## src/hdl/vpic_pkg.sv

```systemverilog
package vpic_pkg;
	localparam int NSRC = 8;
	localparam int DW = 16;
	localparam logic [7:0] OFS_STATUS = 8'h00;
	localparam logic [7:0] OFS_CTRL1 = 8'h04;
	localparam logic [7:0] OFS_CTRL2 = 8'h08;
	localparam logic [7:0] OFS_CTRL3 = 8'h0C;
	localparam logic [7:0] OFS_CTRL4 = 8'h10;
	localparam logic [7:0] OFS_PEND = 8'h14;
	localparam logic [7:0] OFS_FLAG = 8'h18;
	localparam logic [7:0] OFS_ENABLE = 8'h1C;
	localparam logic [7:0] OFS_PRIO0 = 8'h20;
	localparam logic [7:0] OFS_PRIO1 = 8'h24;
	localparam logic [7:0] OFS_CORE = 8'h28;
	localparam int LVL_LSB = 5;
	localparam int NEST_BIT = 15;
	localparam int GIE_BIT = 15;
	localparam int DISABLE_INSTR_ACTIVE_BIT = 14;
	localparam int SOFTWARE_TRAP_ENABLE_BIT = 13;
	localparam int AIVT_BIT = 8;
	localparam int LVL_HI_BIT = 3;
	localparam int SOFT_HARD_TRAP_FLAG_BIT = 0;
	localparam int APLL_BIT = 0;
	localparam int DOOVF_BIT = 1;
	localparam logic [15:0] CTRL2_RST = 16'h8000;
	localparam logic [15:0] CTRL2_MASK = 16'hE117;
	localparam logic [7:0] VEC_OSC_FAIL = 8'h00;
	localparam logic [7:0] VEC_ADDR_ERR = 8'h01;
	localparam logic [7:0] VEC_HARD = 8'h02;
	localparam logic [7:0] VEC_STACK = 8'h03;
	localparam logic [7:0] VEC_MATH = 8'h04;
	localparam logic [7:0] VEC_SOFT = 8'h06;
	localparam logic [7:0] VEC_USER0 = 8'h08;
	localparam logic [7:0] VEC_NONE = 8'hFF;
	localparam logic [1:0] RESP_OK = 2'b00;
	localparam logic [1:0] RESP_SLVERR = 2'b10;
endpackage : vpic_pkg

```

## src/hdl/vpic_req_if.sv

```systemverilog
`timescale 1ns/1ps
interface vpic_req_if;
	logic [vpic_pkg::NSRC-1:0] flag;
	logic [vpic_pkg::NSRC-1:0] enable;
	logic [3*vpic_pkg::NSRC-1:0] prio;
	logic [3:0] cpuLevel;
	logic globalEnable;
	logic [7:0] trapVec;
	logic trapValid;
	logic [7:0] bestVec;
	logic [3:0] bestLevel;
	logic bestValid;
	modport ctrl (output flag, enable, prio, cpuLevel, globalEnable,
		trapVec, trapValid, input bestVec, bestLevel, bestValid);
	modport arb (input flag, enable, prio, cpuLevel, globalEnable,
		trapVec, trapValid, output bestVec, bestLevel, bestValid);
endinterface : vpic_req_if
```

## src/hdl/vpic_arbiter.sv

```systemverilog
`timescale 1ns/1ps
module vpic_arbiter (
	vpic_req_if.arb bus
);
	always_comb begin
		bus.bestValid = 1'b0;
		bus.bestVec = vpic_pkg::VEC_NONE;
		bus.bestLevel = 4'h0;
		if (bus.trapValid) begin
			bus.bestValid = 1'b1;
			bus.bestVec = bus.trapVec;
			bus.bestLevel = 4'hF;
		end else if (bus.globalEnable && !bus.cpuLevel[3]) begin
			// Descending scan keeps the lowest vector on ties
			for (int i = vpic_pkg::NSRC - 1; i >= 0; i--) begin
				if (bus.flag[i] && bus.enable[i]
					&& {1'b0, bus.prio[3*i +: 3]} > bus.cpuLevel
					&& {1'b0, bus.prio[3*i +: 3]} >= bus.bestLevel) begin
					bus.bestValid = 1'b1;
					bus.bestVec = vpic_pkg::VEC_USER0 + 8'(i);
					bus.bestLevel = {1'b0, bus.prio[3*i +: 3]};
				end
			end
		end
	end
endmodule : vpic_arbiter

```

## src/hdl/vpic_ctrl.sv

```systemverilog
// Local design decisions: the address map and the AXI4-Lite register port.
`timescale 1ns/1ps
// Operation
// Each source has a sticky request flag set by hardware, cleared by software.
// A request counts only while the source enable bit is set.
// Each user source has a 3-bit priority, levels one to seven.
// Flags, enables, priorities packed in vector order; ext0 at bit 0.
// Pending vector and new level latched read-only; top nibble zero.
// Vectors: traps 0-4,6; ext0 is 8; capture1 is 9.
// CPU level bits sit at status bits 7:5, software writable.
// Level 7 or high level bit set blocks user interrupts.
// High CPU level bit is read-only to software.
// Nesting disable set makes the CPU level bits read-only.
// Global enable resets to one; clearing blocks interrupts, not traps.
// Control two bit 8 selects the alternate vector table.
// External 0,1,2,4 polarity bits: one falling edge, zero rising.
// Control three holds PLL and loop-stack trap flags; one holds traps.
// Control four flags a software-generated hard trap.
// Forward only flagged, enabled, globally enabled, above CPU level.
module vpic_ctrl (
	input wire logic clk,
	input wire logic rst_n,
	input wire logic [31:0] s_axi_awaddr,
	input wire logic s_axi_awvalid,
	output logic s_axi_awready,
	input wire logic [31:0] s_axi_wdata,
	input wire logic [3:0] s_axi_wstrb,
	input wire logic s_axi_wvalid,
	output logic s_axi_wready,
	output logic [1:0] s_axi_bresp,
	output logic s_axi_bvalid,
	input wire logic s_axi_bready,
	input wire logic [31:0] s_axi_araddr,
	input wire logic s_axi_arvalid,
	output logic s_axi_arready,
	output logic [31:0] s_axi_rdata,
	output logic [1:0] s_axi_rresp,
	output logic s_axi_rvalid,
	input wire logic s_axi_rready,
	input wire logic [3:0] extPin,
	input wire logic [3:0] periphReq,
	input wire logic [4:0] trapReq,
	input wire logic [1:0] auxTrapReq,
	input wire logic swHardTrap,
	output logic irqValid,
	output logic [7:0] irqVector,
	output logic [3:0] irqLevel,
	output logic altVectorTable
);
	vpic_req_if rq ();
	vpic_arbiter i_vpic_arbiter (.bus(rq));

	logic [15:0] cpuStatus, ctrl1, ctrl2, ctrl3, ctrl4, pendStatus;
	logic [7:0] flag, enable;
	logic [23:0] prio;
	logic coreHigh;
	logic [15:0] next_cpuStatus, next_ctrl1, next_ctrl2, next_ctrl3;
	logic [15:0] next_ctrl4, next_pendStatus;
	logic [7:0] next_flag, next_enable;
	logic [23:0] next_prio;
	logic [3:0] extS1, extS2, extS3;
	logic [7:0] hwSet;
	logic [3:0] extEdge;
	logic [3:0] polarity;

	// Two flops on pins, third for edge history
	always_ff @(posedge clk or negedge rst_n) begin
		if (!rst_n) begin
			extS1 <= 4'h0;
			extS2 <= 4'h0;
			extS3 <= 4'h0;
		end else begin
			extS1 <= extPin;
			extS2 <= extS1;
			extS3 <= extS2;
		end
	end

	assign polarity = {ctrl2[4], ctrl2[2], ctrl2[1], ctrl2[0]};
	always_comb begin
		for (int i = 0; i < 4; i++) begin
			extEdge[i] = polarity[i] ? (extS3[i] & ~extS2[i])
				: (~extS3[i] & extS2[i]);
		end
	end
	// Sources in vector order: ext0, capture1, then the rest
	assign hwSet = {extEdge[3:2], periphReq[3:1], extEdge[1],
		periphReq[0], extEdge[0]};

	// AXI write path
	typedef enum logic [1:0] {VP_IDLE = 2'b00, VP_RESP = 2'b01} vpic_wst_t;
	vpic_wst_t wState, next_wState;
	logic awHeld, wHeld, next_awHeld, next_wHeld;
	logic [7:0] awAddr, next_awAddr;
	logic [31:0] wData, next_wData;
	logic [3:0] wStrb, next_wStrb;
	logic next_bvalid, next_awready, next_wready;
	logic [1:0] next_bresp;
	logic doWrite;

	function automatic logic mapped(input logic [7:0] a);
		mapped = (a[1:0] == 2'b00) && (a <= vpic_pkg::OFS_CORE);
	endfunction : mapped

	function automatic logic [15:0] merge(input logic [15:0] old,
		input logic [31:0] d, input logic [3:0] s);
		merge = {s[1] ? d[15:8] : old[15:8], s[0] ? d[7:0] : old[7:0]};
	endfunction : merge

	always_comb begin
		next_wState = wState;
		next_awHeld = awHeld;
		next_wHeld = wHeld;
		next_awAddr = awAddr;
		next_wData = wData;
		next_wStrb = wStrb;
		next_bvalid = s_axi_bvalid;
		next_bresp = s_axi_bresp;
		doWrite = 1'b0;
		if (s_axi_awvalid && s_axi_awready) begin
			next_awHeld = 1'b1;
			next_awAddr = s_axi_awaddr[7:0];
		end
		if (s_axi_wvalid && s_axi_wready) begin
			next_wHeld = 1'b1;
			next_wData = s_axi_wdata;
			next_wStrb = s_axi_wstrb;
		end
		unique case (wState)
			VP_IDLE: begin
				if (awHeld && wHeld) begin
					doWrite = mapped(awAddr);
					next_bresp = mapped(awAddr) ? vpic_pkg::RESP_OK
						: vpic_pkg::RESP_SLVERR;
					next_bvalid = 1'b1;
					next_wState = VP_RESP;
				end
			end
			VP_RESP: begin
				if (s_axi_bready) begin
					next_bvalid = 1'b0;
					next_awHeld = 1'b0;
					next_wHeld = 1'b0;
					next_wState = VP_IDLE;
				end
			end
			default: next_wState = VP_IDLE;
		endcase
		next_awready = !next_awHeld;
		next_wready = !next_wHeld;
	end

	always_ff @(posedge clk or negedge rst_n) begin
		if (!rst_n) begin
			wState <= VP_IDLE;
			awHeld <= 1'b0;
			wHeld <= 1'b0;
			awAddr <= 8'h00;
			wData <= 32'h0;
			wStrb <= 4'h0;
			s_axi_bvalid <= 1'b0;
			s_axi_bresp <= 2'b00;
			s_axi_awready <= 1'b1;
			s_axi_wready <= 1'b1;
		end else begin
			wState <= next_wState;
			awHeld <= next_awHeld;
			wHeld <= next_wHeld;
			awAddr <= next_awAddr;
			wData <= next_wData;
			wStrb <= next_wStrb;
			s_axi_bvalid <= next_bvalid;
			s_axi_bresp <= next_bresp;
			s_axi_awready <= next_awready;
			s_axi_wready <= next_wready;
		end
	end

	logic [15:0] mStat, mFlag, mEn, mPr0, mPr1;
	assign mStat = merge(cpuStatus, wData, wStrb);
	assign mFlag = merge({8'h00, flag}, wData, wStrb);
	assign mEn = merge({8'h00, enable}, wData, wStrb);
	assign mPr0 = merge({4'h0, prio[11:0]}, wData, wStrb);
	assign mPr1 = merge({4'h0, prio[23:12]}, wData, wStrb);
	// Register file; hardware set beats software clear
	always_comb begin
		next_cpuStatus = cpuStatus;
		next_ctrl1 = ctrl1;
		next_ctrl2 = ctrl2;
		next_ctrl3 = ctrl3;
		next_ctrl4 = ctrl4;
		next_flag = flag;
		next_enable = enable;
		next_prio = prio;
		if (doWrite) begin
			unique case (awAddr)
				vpic_pkg::OFS_STATUS: next_cpuStatus =
					ctrl1[vpic_pkg::NEST_BIT] ? {mStat[15:8],
					cpuStatus[7:5], mStat[4:0]} : mStat;
				vpic_pkg::OFS_CTRL1: next_ctrl1 = merge(ctrl1, wData, wStrb);
				vpic_pkg::OFS_CTRL2: next_ctrl2 = merge(ctrl2, wData, wStrb)
					& vpic_pkg::CTRL2_MASK;
				vpic_pkg::OFS_CTRL3: next_ctrl3 = merge(ctrl3, wData, wStrb);
				vpic_pkg::OFS_CTRL4: next_ctrl4 = merge(ctrl4, wData, wStrb);
				vpic_pkg::OFS_FLAG: next_flag = mFlag[7:0];
				vpic_pkg::OFS_ENABLE: next_enable = mEn[7:0];
				vpic_pkg::OFS_PRIO0: next_prio[11:0] = mPr0[11:0];
				vpic_pkg::OFS_PRIO1: next_prio[23:12] = mPr1[11:0];
				default: begin
				end
			endcase
		end
		next_flag = next_flag | hwSet;
		next_ctrl1[4:0] = next_ctrl1[4:0] | trapReq;
		next_ctrl3[1:0] = next_ctrl3[1:0] | auxTrapReq;
		next_ctrl4[vpic_pkg::SOFT_HARD_TRAP_FLAG_BIT] = next_ctrl4[vpic_pkg::SOFT_HARD_TRAP_FLAG_BIT]
			| (swHardTrap & ctrl2[vpic_pkg::SOFTWARE_TRAP_ENABLE_BIT]);
	end

	// Traps: any set trap flag, fixed lowest-vector order
	always_comb begin
		rq.trapValid = 1'b1;
		rq.trapVec = vpic_pkg::VEC_NONE;
		if (ctrl1[0]) rq.trapVec = vpic_pkg::VEC_OSC_FAIL;
		else if (ctrl1[1]) rq.trapVec = vpic_pkg::VEC_ADDR_ERR;
		else if (ctrl4[0] || ctrl3[0] || ctrl3[1]) rq.trapVec = vpic_pkg::VEC_HARD;
		else if (ctrl1[2]) rq.trapVec = vpic_pkg::VEC_STACK;
		else if (ctrl1[3]) rq.trapVec = vpic_pkg::VEC_MATH;
		else if (ctrl1[4]) rq.trapVec = vpic_pkg::VEC_SOFT;
		else rq.trapValid = 1'b0;
	end
	assign rq.flag = flag;
	assign rq.enable = enable;
	assign rq.prio = prio;
	assign rq.cpuLevel = {coreHigh, cpuStatus[7:5]};
	assign rq.globalEnable = ctrl2[vpic_pkg::GIE_BIT];

	always_comb begin
		next_pendStatus = {4'h0, rq.bestLevel, rq.bestVec};
	end

	always_ff @(posedge clk or negedge rst_n) begin
		if (!rst_n) begin
			cpuStatus <= 16'h0000;
			ctrl1 <= 16'h0000;
			ctrl2 <= vpic_pkg::CTRL2_RST;
			ctrl3 <= 16'h0000;
			ctrl4 <= 16'h0000;
			flag <= 8'h00;
			enable <= 8'h00;
			prio <= 24'h0;
			pendStatus <= {8'h00, vpic_pkg::VEC_NONE};
			coreHigh <= 1'b0;
			irqValid <= 1'b0;
			irqVector <= vpic_pkg::VEC_NONE;
			irqLevel <= 4'h0;
			altVectorTable <= 1'b0;
		end else begin
			cpuStatus <= next_cpuStatus;
			ctrl1 <= next_ctrl1;
			ctrl2 <= next_ctrl2;
			ctrl3 <= next_ctrl3;
			ctrl4 <= next_ctrl4;
			flag <= next_flag;
			enable <= next_enable;
			prio <= next_prio;
			pendStatus <= next_pendStatus;
			coreHigh <= rq.trapValid;
			irqValid <= rq.bestValid;
			irqVector <= rq.bestVec;
			irqLevel <= rq.bestLevel;
			altVectorTable <= ctrl2[vpic_pkg::AIVT_BIT];
		end
	end

	// AXI read path
	logic [31:0] rdMux;
	always_comb begin
		unique case (s_axi_araddr[7:0])
			vpic_pkg::OFS_STATUS: rdMux = {16'h0, cpuStatus};
			vpic_pkg::OFS_CTRL1: rdMux = {16'h0, ctrl1};
			vpic_pkg::OFS_CTRL2: rdMux = {16'h0, ctrl2};
			vpic_pkg::OFS_CTRL3: rdMux = {16'h0, ctrl3};
			vpic_pkg::OFS_CTRL4: rdMux = {16'h0, ctrl4};
			vpic_pkg::OFS_PEND: rdMux = {16'h0, pendStatus};
			vpic_pkg::OFS_FLAG: rdMux = {24'h0, flag};
			vpic_pkg::OFS_ENABLE: rdMux = {24'h0, enable};
			vpic_pkg::OFS_PRIO0: rdMux = {20'h0, prio[11:0]};
			vpic_pkg::OFS_PRIO1: rdMux = {20'h0, prio[23:12]};
			vpic_pkg::OFS_CORE: rdMux = {28'h0, coreHigh, 3'h0};
			default: rdMux = 32'h0;
		endcase
	end

	always_ff @(posedge clk or negedge rst_n) begin
		if (!rst_n) begin
			s_axi_arready <= 1'b1;
			s_axi_rvalid <= 1'b0;
			s_axi_rdata <= 32'h0;
			s_axi_rresp <= 2'b00;
		end else if (s_axi_arvalid && s_axi_arready) begin
			s_axi_arready <= 1'b0;
			s_axi_rvalid <= 1'b1;
			s_axi_rdata <= rdMux;
			s_axi_rresp <= mapped(s_axi_araddr[7:0]) ? vpic_pkg::RESP_OK
				: vpic_pkg::RESP_SLVERR;
		end else if (s_axi_rvalid && s_axi_rready) begin
			s_axi_rvalid <= 1'b0;
			s_axi_arready <= 1'b1;
		end
	end

	chk_flag_sticky: assert property (@(posedge clk) disable iff (!rst_n)
		$rose(hwSet[0]) |=> flag[0]) else $error("flag not set");
	chk_gie_block: assert property (@(posedge clk) disable iff (!rst_n)
		(!ctrl2[15] && !rq.trapValid) |=> !irqValid)
		else $error("irq with global off");
	chk_level_above: assert property (@(posedge clk) disable iff (!rst_n)
		(irqValid && irqVector >= 8'h08) |-> irqLevel > $past(rq.cpuLevel))
		else $error("irq not above level");
	chk_high_block: assert property (@(posedge clk) disable iff (!rst_n)
		$past(coreHigh) && irqValid |-> irqVector < 8'h08)
		else $error("user irq at high level");
	chk_pend_top: assert property (@(posedge clk) disable iff (!rst_n)
		pendStatus[15:12] == 4'h0) else $error("pending top set");
	chk_nest_lock: assert property (@(posedge clk) disable iff (!rst_n)
		ctrl1[15] |=> $stable(cpuStatus[7:5]) || !$past(ctrl1[15]))
		else $error("level changed while locked");
	chk_alt_table: assert property (@(posedge clk) disable iff (!rst_n)
		##1 altVectorTable == $past(ctrl2[8])) else $error("alt table");
	chk_enable_gate: assert property (@(posedge clk) disable iff (!rst_n)
		(irqValid && irqVector == 8'h08) |-> $past(enable[0]))
		else $error("disabled source forwarded");
	cov_user: cover property (@(posedge clk) irqValid && irqVector == 8'h08);
	cov_trap: cover property (@(posedge clk) irqValid && irqVector == 8'h02);
	cov_write: cover property (@(posedge clk) s_axi_bvalid && s_axi_bready);
endmodule : vpic_ctrl

```

## config.mk

```make
export PLATFORM = sky130hd
export DESIGN_NAME = vpic_ctrl
export DESIGN_NICKNAME = d
export VERILOG_FILES = /design/src/hdl/vpic_pkg.sv /design/src/hdl/vpic_req_if.sv /design/src/hdl/vpic_arbiter.sv /design/src/hdl/vpic_ctrl.sv
export SDC_FILE = /design/constraint.sdc
export NUM_CORES = 1
export LEC_CHECK = 0
export CORE_UTILIZATION = 64
export DETAILED_ROUTE_END_ITERATION = 7
export DONT_BUFFER_PORTS = 1
export HOLD_SLACK_MARGIN = 0.15
export PLACE_DENSITY = 0.88
export REMOVE_ABC_BUFFERS = 1
export SLEW_MARGIN = 20
export SYNTH_ARGS = -nofsm -noshare
export SYNTH_HDL_FRONTEND = slang
export SYNTH_HIERARCHICAL = 1
export SYNTH_SLANG_ARGS = --single-unit
```

## constraint.sdc

```tcl
create_clock -name clk -period 14.37 [get_ports clk]
set_input_delay 0.7185 -clock clk [delete_from_list [all_inputs] [get_ports clk]]
set_output_delay 0.7185 -clock clk [all_outputs]
set_load 0.005 [all_outputs]
```

==> results of run 1 <==
## worst max path at each step
stage,startpoint,to,slack [ps],cells past startpoint
6_report,cpuStatus[7]$_DFFE_PN0P_,irqVector[4]$_DFF_PN1_,2820,48
2_1_floorplan,cpuStatus[7]$_DFFE_PN0P_,irqLevel[2]$_DFF_PN0_,3080,47
5_1_grt,cpuStatus[7]$_DFFE_PN0P_,irqVector[6]$_DFF_PN1_,2050,48
4_1_cts,cpuStatus[7]$_DFFE_PN0P_,irqVector[4]$_DFF_PN1_,2760,48
3_5_place_dp,cpuStatus[7]$_DFFE_PN0P_,irqVector[4]$_DFF_PN1_,2860,50
3_3_place_gp,cpuStatus[7]$_DFFE_PN0P_,irqVector[6]$_DFF_PN1_,3040,48
## per-stage QoR
stage | total power, W | instances | cell area, µm²
2_1_floorplan | 0.000780 | 856 | 10000
3_3_place_gp | 0.000834 | 1069 | 10300
3_5_place_dp | 0.000846 | 1069 | 10300
4_1_cts | 0.00133 | 1103 | 11000
5_1_grt | 0.00138 | 1103 | 11000
6_report | 0.00134 | 1103 | 11000
## cell usage in the layout (no fill, tap or decap), types with 5 or more instances in the layout
master	Yosys	final
a211o_1	6	6
a21oi_1	34	34
a22o_1	12	12
a22oi_1	6	6
a2bb2oi_1	5	5
a32oi_1	6	6
and2_1	5	5
clkbuf_16	0	17
conb_1	1	18
dfrtp_1	178	178
dfstp_2	12	12
ha_1	44	44
inv_1	35	35
inv_6	0	5
mux2_2	131	131
mux2i_1	34	34
nand2_1	60	59
nand2b_1	6	6
nand3_1	12	12
nand3b_1	18	18
nand4_1	5	5
nor2_1	42	42
nor2_2	8	8
nor2b_1	16	16
nor3_1	5	5
o211ai_1	8	8
o21a_1	6	6
o21ai_0	32	32
o22ai_1	5	5
## layout make-up
cell class,count,area (µm²)
multi-input combinational,631,5180
sequential,190,4770
fill,1045,4430
clock buffer,20,457
tap,211,264
clock inverter,12,145
inverter,35,131
timing repair buffer,4,52.6
## synthesized netlist by cell type (6+ instances only)
cell type / count
a211o_1: 6
a21oi_1: 34
a22o_1: 12
a22oi_1: 6
a32oi_1: 6
buf_2: 14
buf_4: 20
clkbuf_1: 9
dfrtp_1: 178
dfstp_2: 12
ha_1: 44
inv_1: 35
mux2_2: 131
mux2i_1: 34
nand2_1: 60
nand2b_1: 6
nand3_1: 12
nand3b_1: 18
nor2_1: 42
nor2_2: 8
nor2b_1: 16
o211ai_1: 8
o21a_1: 6
o21ai_0: 32
## state kept, by name, summed over array words and instances, names as in the netlist, 7 cells and up
name         flops
flag             8
enable           8
ctrl3           16
ctrl1           16
ctrl2            8
irqVector        7
ctrl4           16
wData           16
awAddr           8
cpuStatus       16
prio            24
s_axi_rdata     16
## power by group through the flow
stage | clock, W | sequential [W] | combinational (W)
2_1_floorplan | 0 | 0.000661 | 0.000119
3_3_place_gp | 0 | 0.000697 | 0.000138
3_5_place_dp | 0 | 0.000701 | 0.000144
4_1_cts | 0.000485 | 0.000692 | 0.000158
5_1_grt | 0.000504 | 0.000706 | 0.000172
6_report | 0.000484 | 0.000696 | 0.000158
## metal layers
metal	GRT usage	vias up	wire, µm
met1	0.466	3733	10800
met5	0	-	0
li1	-	3233	-
met2	0.531	495	12500
met4	0.160	0	1190
met3	0.0869	114	2620
## timing repair
action | CTS | global route
hold buffers | 2 | 0
hold endpoints to repair | 184 | 0
setup endpoints to repair | 0 | 0
gates resized for setup | 0 | 0
## kinds of logic (layout without fill, tap and decap cells)
| group | count (synthesis) | count (layout) |
|---|---|---|
| fa+ha+maj | 44 | 44 |
| buf+inv | 84 | 71 |
| flops | 190 | 190 |
| other cells | 1 | 18 |
| mux | 172 | 172 |
| compound gates | 179 | 179 |
| simple gates | 218 | 218 |
==> results_dict.tcl, run 1 <==
set metrics [dict create \
    die_h_um 129 \
    yosys.area_share.simple 0.122 \
    coreArea_mm2 0.0154 \
    cts-buffers-inserted 17 \
    ys_ff_latch 190 \
    initial_core_util 0.666 \
    ys_seq_area_frac 0.464 \
    rrSetupSlack_ps 2820 \
    final_util 0.713 \
    status "completed" \
    die_w_um 129 \
    yosysTopAreaCellShare 0.434 \
    cpMostUsedCell "ha_1" \
    cp.required_ps 14700 \
    routed_via_density 6.87 \
    crit_type "flip-flop to flip-flop" \
    drive_above_1_share 0.251 \
    clk_pin_slew_worst_paths_ps 70 \
    h-tree-depth 4 \
    critical-path-slowest-cell "a2111oi_4" \
    diodes 0 \
    final.setup_skew_ps 7.63 \
    grt_pass1_wl_um 42100 \
    synthArstFlopShare 1.00 \
    grt_pass1_vias 7267 \
    drt-initial-drc-count 901 \
    r2r-end "irqVector[4]$_DFF_PN1_" \
    hold_viol 0 \
    cp.arrival_ps 11880 \
    synth_top_family_by_area "multiplexers" \
    drtAntennaViolNets 0 \
    postRouteWirelength_um 27100 \
    hp-class "input pin to asynchronous set/reset pin" \
    leakage_nw 4.72 \
    synth-xor-area-share 0 \
    rr_startpoint "cpuStatus[7]$_DFFE_PN0P_" \
    syn-cell-area_mm2 0.0103 \
    drcViolationCount 0 \
    grt_max_degree 185 \
    pre_cts_ws_ps 2860 \
    setup_viol 0 \
    synthTopCellsByArea "dfrtp_1, mux2_2, ha_1" \
    r2r_cells 48 \
    endpoint_kind "flip-flop" \
    grt-ovfl-total 0 \
    cts_tree "built" \
    synth_fa_ha_area_frac 0.0536 \
    final.min_clock_period_ps 11550 \
    rows 45 \
    combinationalPowerShare 0.118 \
    cts_setup_buffers 0 \
    p_int_w 0.000942 \
    worst_pin_slew_ps 1130 \
    grt_setup_unrepaired "no" \
    nNetsFinal 1046 \
    path_buf_inv 3 \
    numClockSinks 190 \
    synth-edff-count 0 \
    netSwitchingPower_w 0.000395 \
    gp_congestion 0.926 \
    synth_compound_area_frac 0.129 \
    cp_max_fo 13 \
    synth_top_area_cell "dfrtp_1" \
    netlist_instances 888 \
    slew_viol_final 0 \
    cap_violations 0 \
    fmax_ghz 0.0866 \
    wl_per_cell_um 24.6 \
    power_density_mw_per_mm2 122 \
    cpLargestDelayFamily "compound AO/OA/AOI/OAI gates" \
    firstDrtPassIters 6 \
    pin_count 178 \
    cts_root_buffer "clkbuf_16" \
    slew_headroom 0.244 \
    syn2layout_area_growth_pct 7.04 \
    hpwl_um 18300 \
    final.period_utilization 0.804 \
    port_buffers 0 \
    tns_ps 0 \
    seqPwrFrac 0.521 \
    yosys_warnings 6 \
    slowest_delay_ps 550 \
    clkLatencyLatePin_ps 440 \
    clockBufferDepth 2 \
    grt_use_total 0.346 \
    via_count 7575 \
    synth.distinct_cells 86 \
    clockPowerShare 0.362 \
    setup_ws_ps 2820 \
    antenna_found_initial 0 \
    critPathLaunchType "flip-flop" \
    avgSynthCellArea_um2 11.6 \
    hold_ws_ps 285 \
    synth_top_flop_cell "dfrtp_1" \
    ir_drop_mv 0.128 \
    switching_share 0.295 \
    synthMuxAreaShare 0.190 \
    dieArea_mm2 0.0166 \
]
(Power assumes the default switching activity.)
==> inputs of run 2 (changes only) <==
- clock period: 14.37 -> 10.9 ns (I/O delays scaled with it)
==> run 2 against run 1 <==
Effect of this change: critical path depth is 2 higher; flip-flop and latch count did not move; largest power group unchanged; critical path type unchanged; worst setup slack lost 2400 ps.
==> results_dict.tcl, run 2 (synthesis results as in run 1) <==
set metrics [dict create \
    status "completed" \
    critical-path-slowest-cell "dfrtp_1" \
    combinationalPowerShare 0.121 \
    routed_via_density 6.84 \
    hp-class "input pin to asynchronous set/reset pin" \
    crit_type "flip-flop to flip-flop" \
    grt_pass1_wl_um 42600 \
    syn2layout_area_growth_pct 8.00 \
    final.min_clock_period_ps 10460 \
    final.setup_skew_ps 8.19 \
    clk_pin_slew_worst_paths_ps 70 \
    rows 45 \
    slew_viol_final 0 \
    critPathLaunchType "flip-flop" \
    cp.required_ps 11210 \
    clkLatencyLatePin_ps 440 \
    cap_violations 0 \
    seqPwrFrac 0.528 \
    numClockSinks 190 \
    grt-ovfl-total 0 \
    grt_use_total 0.349 \
    cp_max_fo 12 \
    cts_root_buffer "clkbuf_16" \
    final_cell_mix "dfrtp_1, mux2_2, nand2_1, ha_1, nor2_1" \
    die_h_um 129 \
    initial_core_util 0.666 \
    h-tree-depth 4 \
    via_count 7653 \
    hold_ws_ps 113 \
    cp.arrival_ps 10770 \
    die_w_um 129 \
    switching_share 0.293 \
    dieArea_mm2 0.0166 \
    power_density_mw_per_mm2 157 \
    grt_max_degree 191 \
    slew_headroom 0.221 \
    drtAntennaViolNets 0 \
    pin_count 178 \
    leakage_nw 4.77 \
    gp_congestion 0.908 \
    layout_commonest_cell "dfrtp_1" \
    instances_no_fill 1119 \
    final.period_utilization 0.960 \
    top_register "prio" \
    setup_viol 0 \
    ir_drop_mv 0.162 \
    drcViolationCount 0 \
    worst_pin_slew_ps 1160 \
    port_buffers 0 \
    grt_pass1_vias 7412 \
    postRouteWirelength_um 27500 \
    wl_per_cell_um 24.6 \
    nNetsFinal 1062 \
    p_int_w 0.00123 \
    cpLargestDelayFamily "simple AND/OR/NAND/NOR gates" \
    cts-buffers-inserted 17 \
    drive_above_1_share 0.261 \
    dp.cells 1078 \
    coreArea_mm2 0.0154 \
    path_buf_inv 3 \
    cts_tree "built" \
    endpoint_kind "flip-flop" \
    netSwitchingPower_w 0.000511 \
    firstDrtPassIters 6 \
    antenna_found_initial 0 \
    drt-initial-drc-count 1033 \
    hpwl_um 18800 \
    clockBufferDepth 2 \
    hold_viol 0 \
    fmax_ghz 0.0956 \
    largest_register_ffs 24 \
    multi_input_area_mm2 0.00518 \
    regArea_mm2 0.00477 \
    clockPowerShare 0.351 \
    slowest_delay_ps 440 \
    diodes 0 \
    num-fill-cells 1023 \
    cpMostUsedCell "ha_1" \
]
-- run 2: cell count changes in the layout (fill, tap and decap cells not counted), sizes merged --
cell	previous run	this run
clkbuf	20	23
buf	3	16
dlygate4sd3	1	4
clkinvlp	1	2
inv	41	37
-- run 2: final cells by class --
class,instances,share of cell area
Clock buffer,23,0.0413
Clock inverter,9,0.0103
Inverter,35,0.0118
Multi-Input combinational cell,631,0.467
Sequential cell,190,0.430
Tap cell,211,0.0238
Timing Repair Buffer,20,0.0162
-- run 2: repair_timing --
item,4_1_cts,5_1_grt
setup buffers,0,4
endpoints found under the hold margin,194,0
gates resized for setup,0,7
setup endpoints to repair,0,9
hold buffers,5,0
-- run 2: per-layer routing --
metal,track usage,up-vias,routed length [µm]
li1,-,3262,-
met1,0.456,3787,10600
met4,0.175,0,1130
met5,0,-,0
met3,0.0881,103,2790
met2,0.546,501,13000
-- run 2: power groups by stage --
stage                     Sequential [W]  Combinational, W  Clock, W
after floorplan                 0.000871          0.000157         0
after global placement          0.000917          0.000183         0
after detailed placement        0.000927          0.000192         0
after CTS                       0.000916          0.000211  0.000614
after global routing            0.000932          0.000232  0.000643
final                           0.000921          0.000211  0.000612
-- run 2: stage by stage --
stage               worst slack [ps]  total power [W]  area [µm²]   util  TNS [ps]
finish                           441          0.00174       11100  0.719         0
CTS                              304          0.00174       11000  0.716         0
global route                    -120          0.00181       11100  0.719      -554
floorplan                       -387          0.00103       10000      -     -2640
detailed placement               378          0.00112       10400  0.674         0
global placement                 521          0.00110       10400  0.674         0
-- run 2: path summary, 6_finish.rpt --
check,to,startpoint,slack [ps],cells after the start
min reg2reg,extS2[0]$_DFF_PN0_,extS1[0]$_DFF_PN0_,350,0
min in group clk,s_axi_arready$_DFFE_PN1P_,s_axi_arvalid,160,1
max reg2reg,irqLevel[2]$_DFF_PN0_,prio[23]$_DFFE_PN0P_,440,50
max in group asynchronous,ctrl2[8]$_DFFE_PN0P_,rst_n,10010,1
max,irqLevel[2]$_DFF_PN0_,prio[23]$_DFFE_PN0P_,440,50
min,wData[1]$_DFFE_PN0P_,rst_n,110,1
==> inputs of run 3 (changes only) <==
- REMOVE_ABC_BUFFERS: 1 -> default
==> run 3 against run 2 <==
Effect of this change: maximum frequency rose by 0.89%; largest cell class unchanged; cell area rose by 0.72%; via count fell by 0.35%; core utilization rose by 0.52 points; register-to-register slack improved by 90 ps; largest power group unchanged; clock-buffer cell count fell by 4; sequential share of layout area fell by 0.31 points; combinational power barely moved; flip-flop and latch count did not move.
==> results_dict.tcl, run 3 (synthesis results as in run 1) <==
set metrics [dict create \
    power_density_mw_per_mm2 155 \
    drive_above_1_share 0.273 \
    cp.arrival_ps 10690 \
    layout_commonest_cell "dfrtp_1" \
    grt_use_total 0.342 \
    slew_viol_final 0 \
    clkLatencyLatePin_ps 450 \
    die_h_um 129 \
    slowest_delay_ps 420 \
    leakage_nw 4.78 \
    cts-buffers-inserted 17 \
    routed_via_density 6.79 \
    postRouteWirelength_um 27200 \
    nNetsFinal 1066 \
    grt_pass1_vias 7340 \
    endpoint_kind "flip-flop" \
    num-fill-cells 1018 \
    grt_max_degree 191 \
    rows 45 \
    cts_root_buffer "clkbuf_16" \
    final_cell_mix "dfrtp_1, mux2_2, nand2_1, ha_1, nor2_1" \
    syn2layout_area_growth_pct 8.78 \
    critical-path-slowest-cell "mux2_2" \
    cpMostUsedCell "ha_1" \
    die_w_um 129 \
    diodes 0 \
    grt-ovfl-total 0 \
    cp_max_fo 9 \
    drtAntennaViolNets 0 \
    grt_pass1_wl_um 41700 \
    ir_drop_mv 0.186 \
    hold_viol 0 \
    regArea_mm2 0.00477 \
    clk_pin_slew_worst_paths_ps 70 \
    drt-initial-drc-count 767 \
    initial_core_util 0.666 \
    cts_tree "built" \
    hp-class "input pin to asynchronous set/reset pin" \
    setup_ws_ps 533 \
    multi_input_area_mm2 0.00523 \
    numClockSinks 190 \
    drcViolationCount 0 \
    critPathLaunchType "flip-flop" \
    status "completed" \
    tns_ps 0 \
    wl_per_cell_um 24.2 \
    port_buffers 0 \
    cap_violations 0 \
    fmax_ghz 0.0965 \
    final.min_clock_period_ps 10370 \
    largest_register_ffs 24 \
    final.setup_skew_ps 10.6 \
    crit_type "flip-flop to flip-flop" \
    h-tree-depth 4 \
    firstDrtPassIters 5 \
    cp.required_ps 11220 \
    final.period_utilization 0.951 \
    antenna_found_initial 0 \
    via_count 7626 \
    slew_headroom 0.302 \
    coreArea_mm2 0.0154 \
    worst_pin_slew_ps 1040 \
    pre_cts_ws_ps 411 \
    top_register "prio" \
    dieArea_mm2 0.0166 \
    setup_viol 0 \
    hpwl_um 18700 \
    clockBufferDepth 2 \
    pin_count 178 \
    gp_congestion 0.942 \
]
-- run 3: changes by cell type in the layout (fill, tap and decap cells not counted), sizes merged --
cell	change
clkdlybuf4s15	+1
buf	+3
inv	+2
bufinv	-1
clkinvlp	+3
clkbuf	-4
-- run 3: repair_timing --
| item | CTS | global route |
|---|---|---|
| resized for setup | 0 | 13 |
| endpoints found under the setup margin | 0 | 11 |
| setup buffers | 0 | 6 |
| hold endpoints to repair | 194 | 0 |
| hold buffers | 5 | 0 |
-- run 3: critical path, delay by kind of cell (launching register included) --
kind / cells / cell delay (ps)
AO/OA/AOI/OAI: 22 / 3590
adder cells (fa/ha/maj): 8 / 2140
AND/OR/NAND/NOR: 13 / 2090
multiplexers: 3 / 1170
buffers and inverters: 5 / 850
flip-flops: 1 / 410
-- run 3: power breakdown --
| part | internal [W] | switching [W] | leakage [nW] | total, W |
|---|---|---|---|---|
| clock | 0.000320 | 0.000284 | 0.261 | 0.000604 |
| sequential | 0.000786 | 0.000135 | 2.40 | 0.000921 |
| combinational | 0.000102 | 0.000107 | 2.13 | 0.000209 |
-- run 3: per-layer routing --
metal,part of all wire,vias up,track usage
met3,0.097,81,0.0823
li1,-,3266,-
met4,0.041,0,0.156
met5,0,-,0
met2,0.47,454,0.533
met1,0.39,3825,0.458
-- run 3: final timing paths --
path	to	cells after the start	startpoint	slack, ps
max in group asynchronous	prio[5]$_DFFE_PN0P_	1	rst_n	10000
max	irqLevel[2]$_DFF_PN0_	51	cpuStatus[7]$_DFFE_PN0P_	530
min reg2reg	extS2[3]$_DFF_PN0_	0	extS1[3]$_DFF_PN0_	350
min	prio[21]$_DFFE_PN0P_	1	rst_n	80
max reg2reg	irqLevel[2]$_DFF_PN0_	51	cpuStatus[7]$_DFFE_PN0P_	530
min in group clk	s_axi_arready$_DFFE_PN1P_	1	s_axi_arvalid	160
-- run 3: final cells by class --
type | count | share of cell area
Multi-Input combinational cell | 631 | 0.468
Sequential cell | 190 | 0.427
Clock buffer | 19 | 0.0387
Tap cell | 211 | 0.0236
Timing Repair Buffer | 24 | 0.0191
Clock inverter | 13 | 0.0121
Inverter | 35 | 0.0118
-- run 3: stage by stage --
stage | total power (W) | std cells | area (µm²) | utilization | hold WS (ps)
floorplan | 0.00105 | 905 | 10300 | - | 249
global placement | 0.00110 | 1079 | 10400 | 0.675 | 258
detailed placement | 0.00112 | 1079 | 10400 | 0.675 | 257
CTS | 0.00173 | 1116 | 11000 | 0.716 | 157
global route | 0.00179 | 1123 | 11200 | 0.724 | 163
finish | 0.00173 | 1123 | 11200 | 0.724 | 83.6
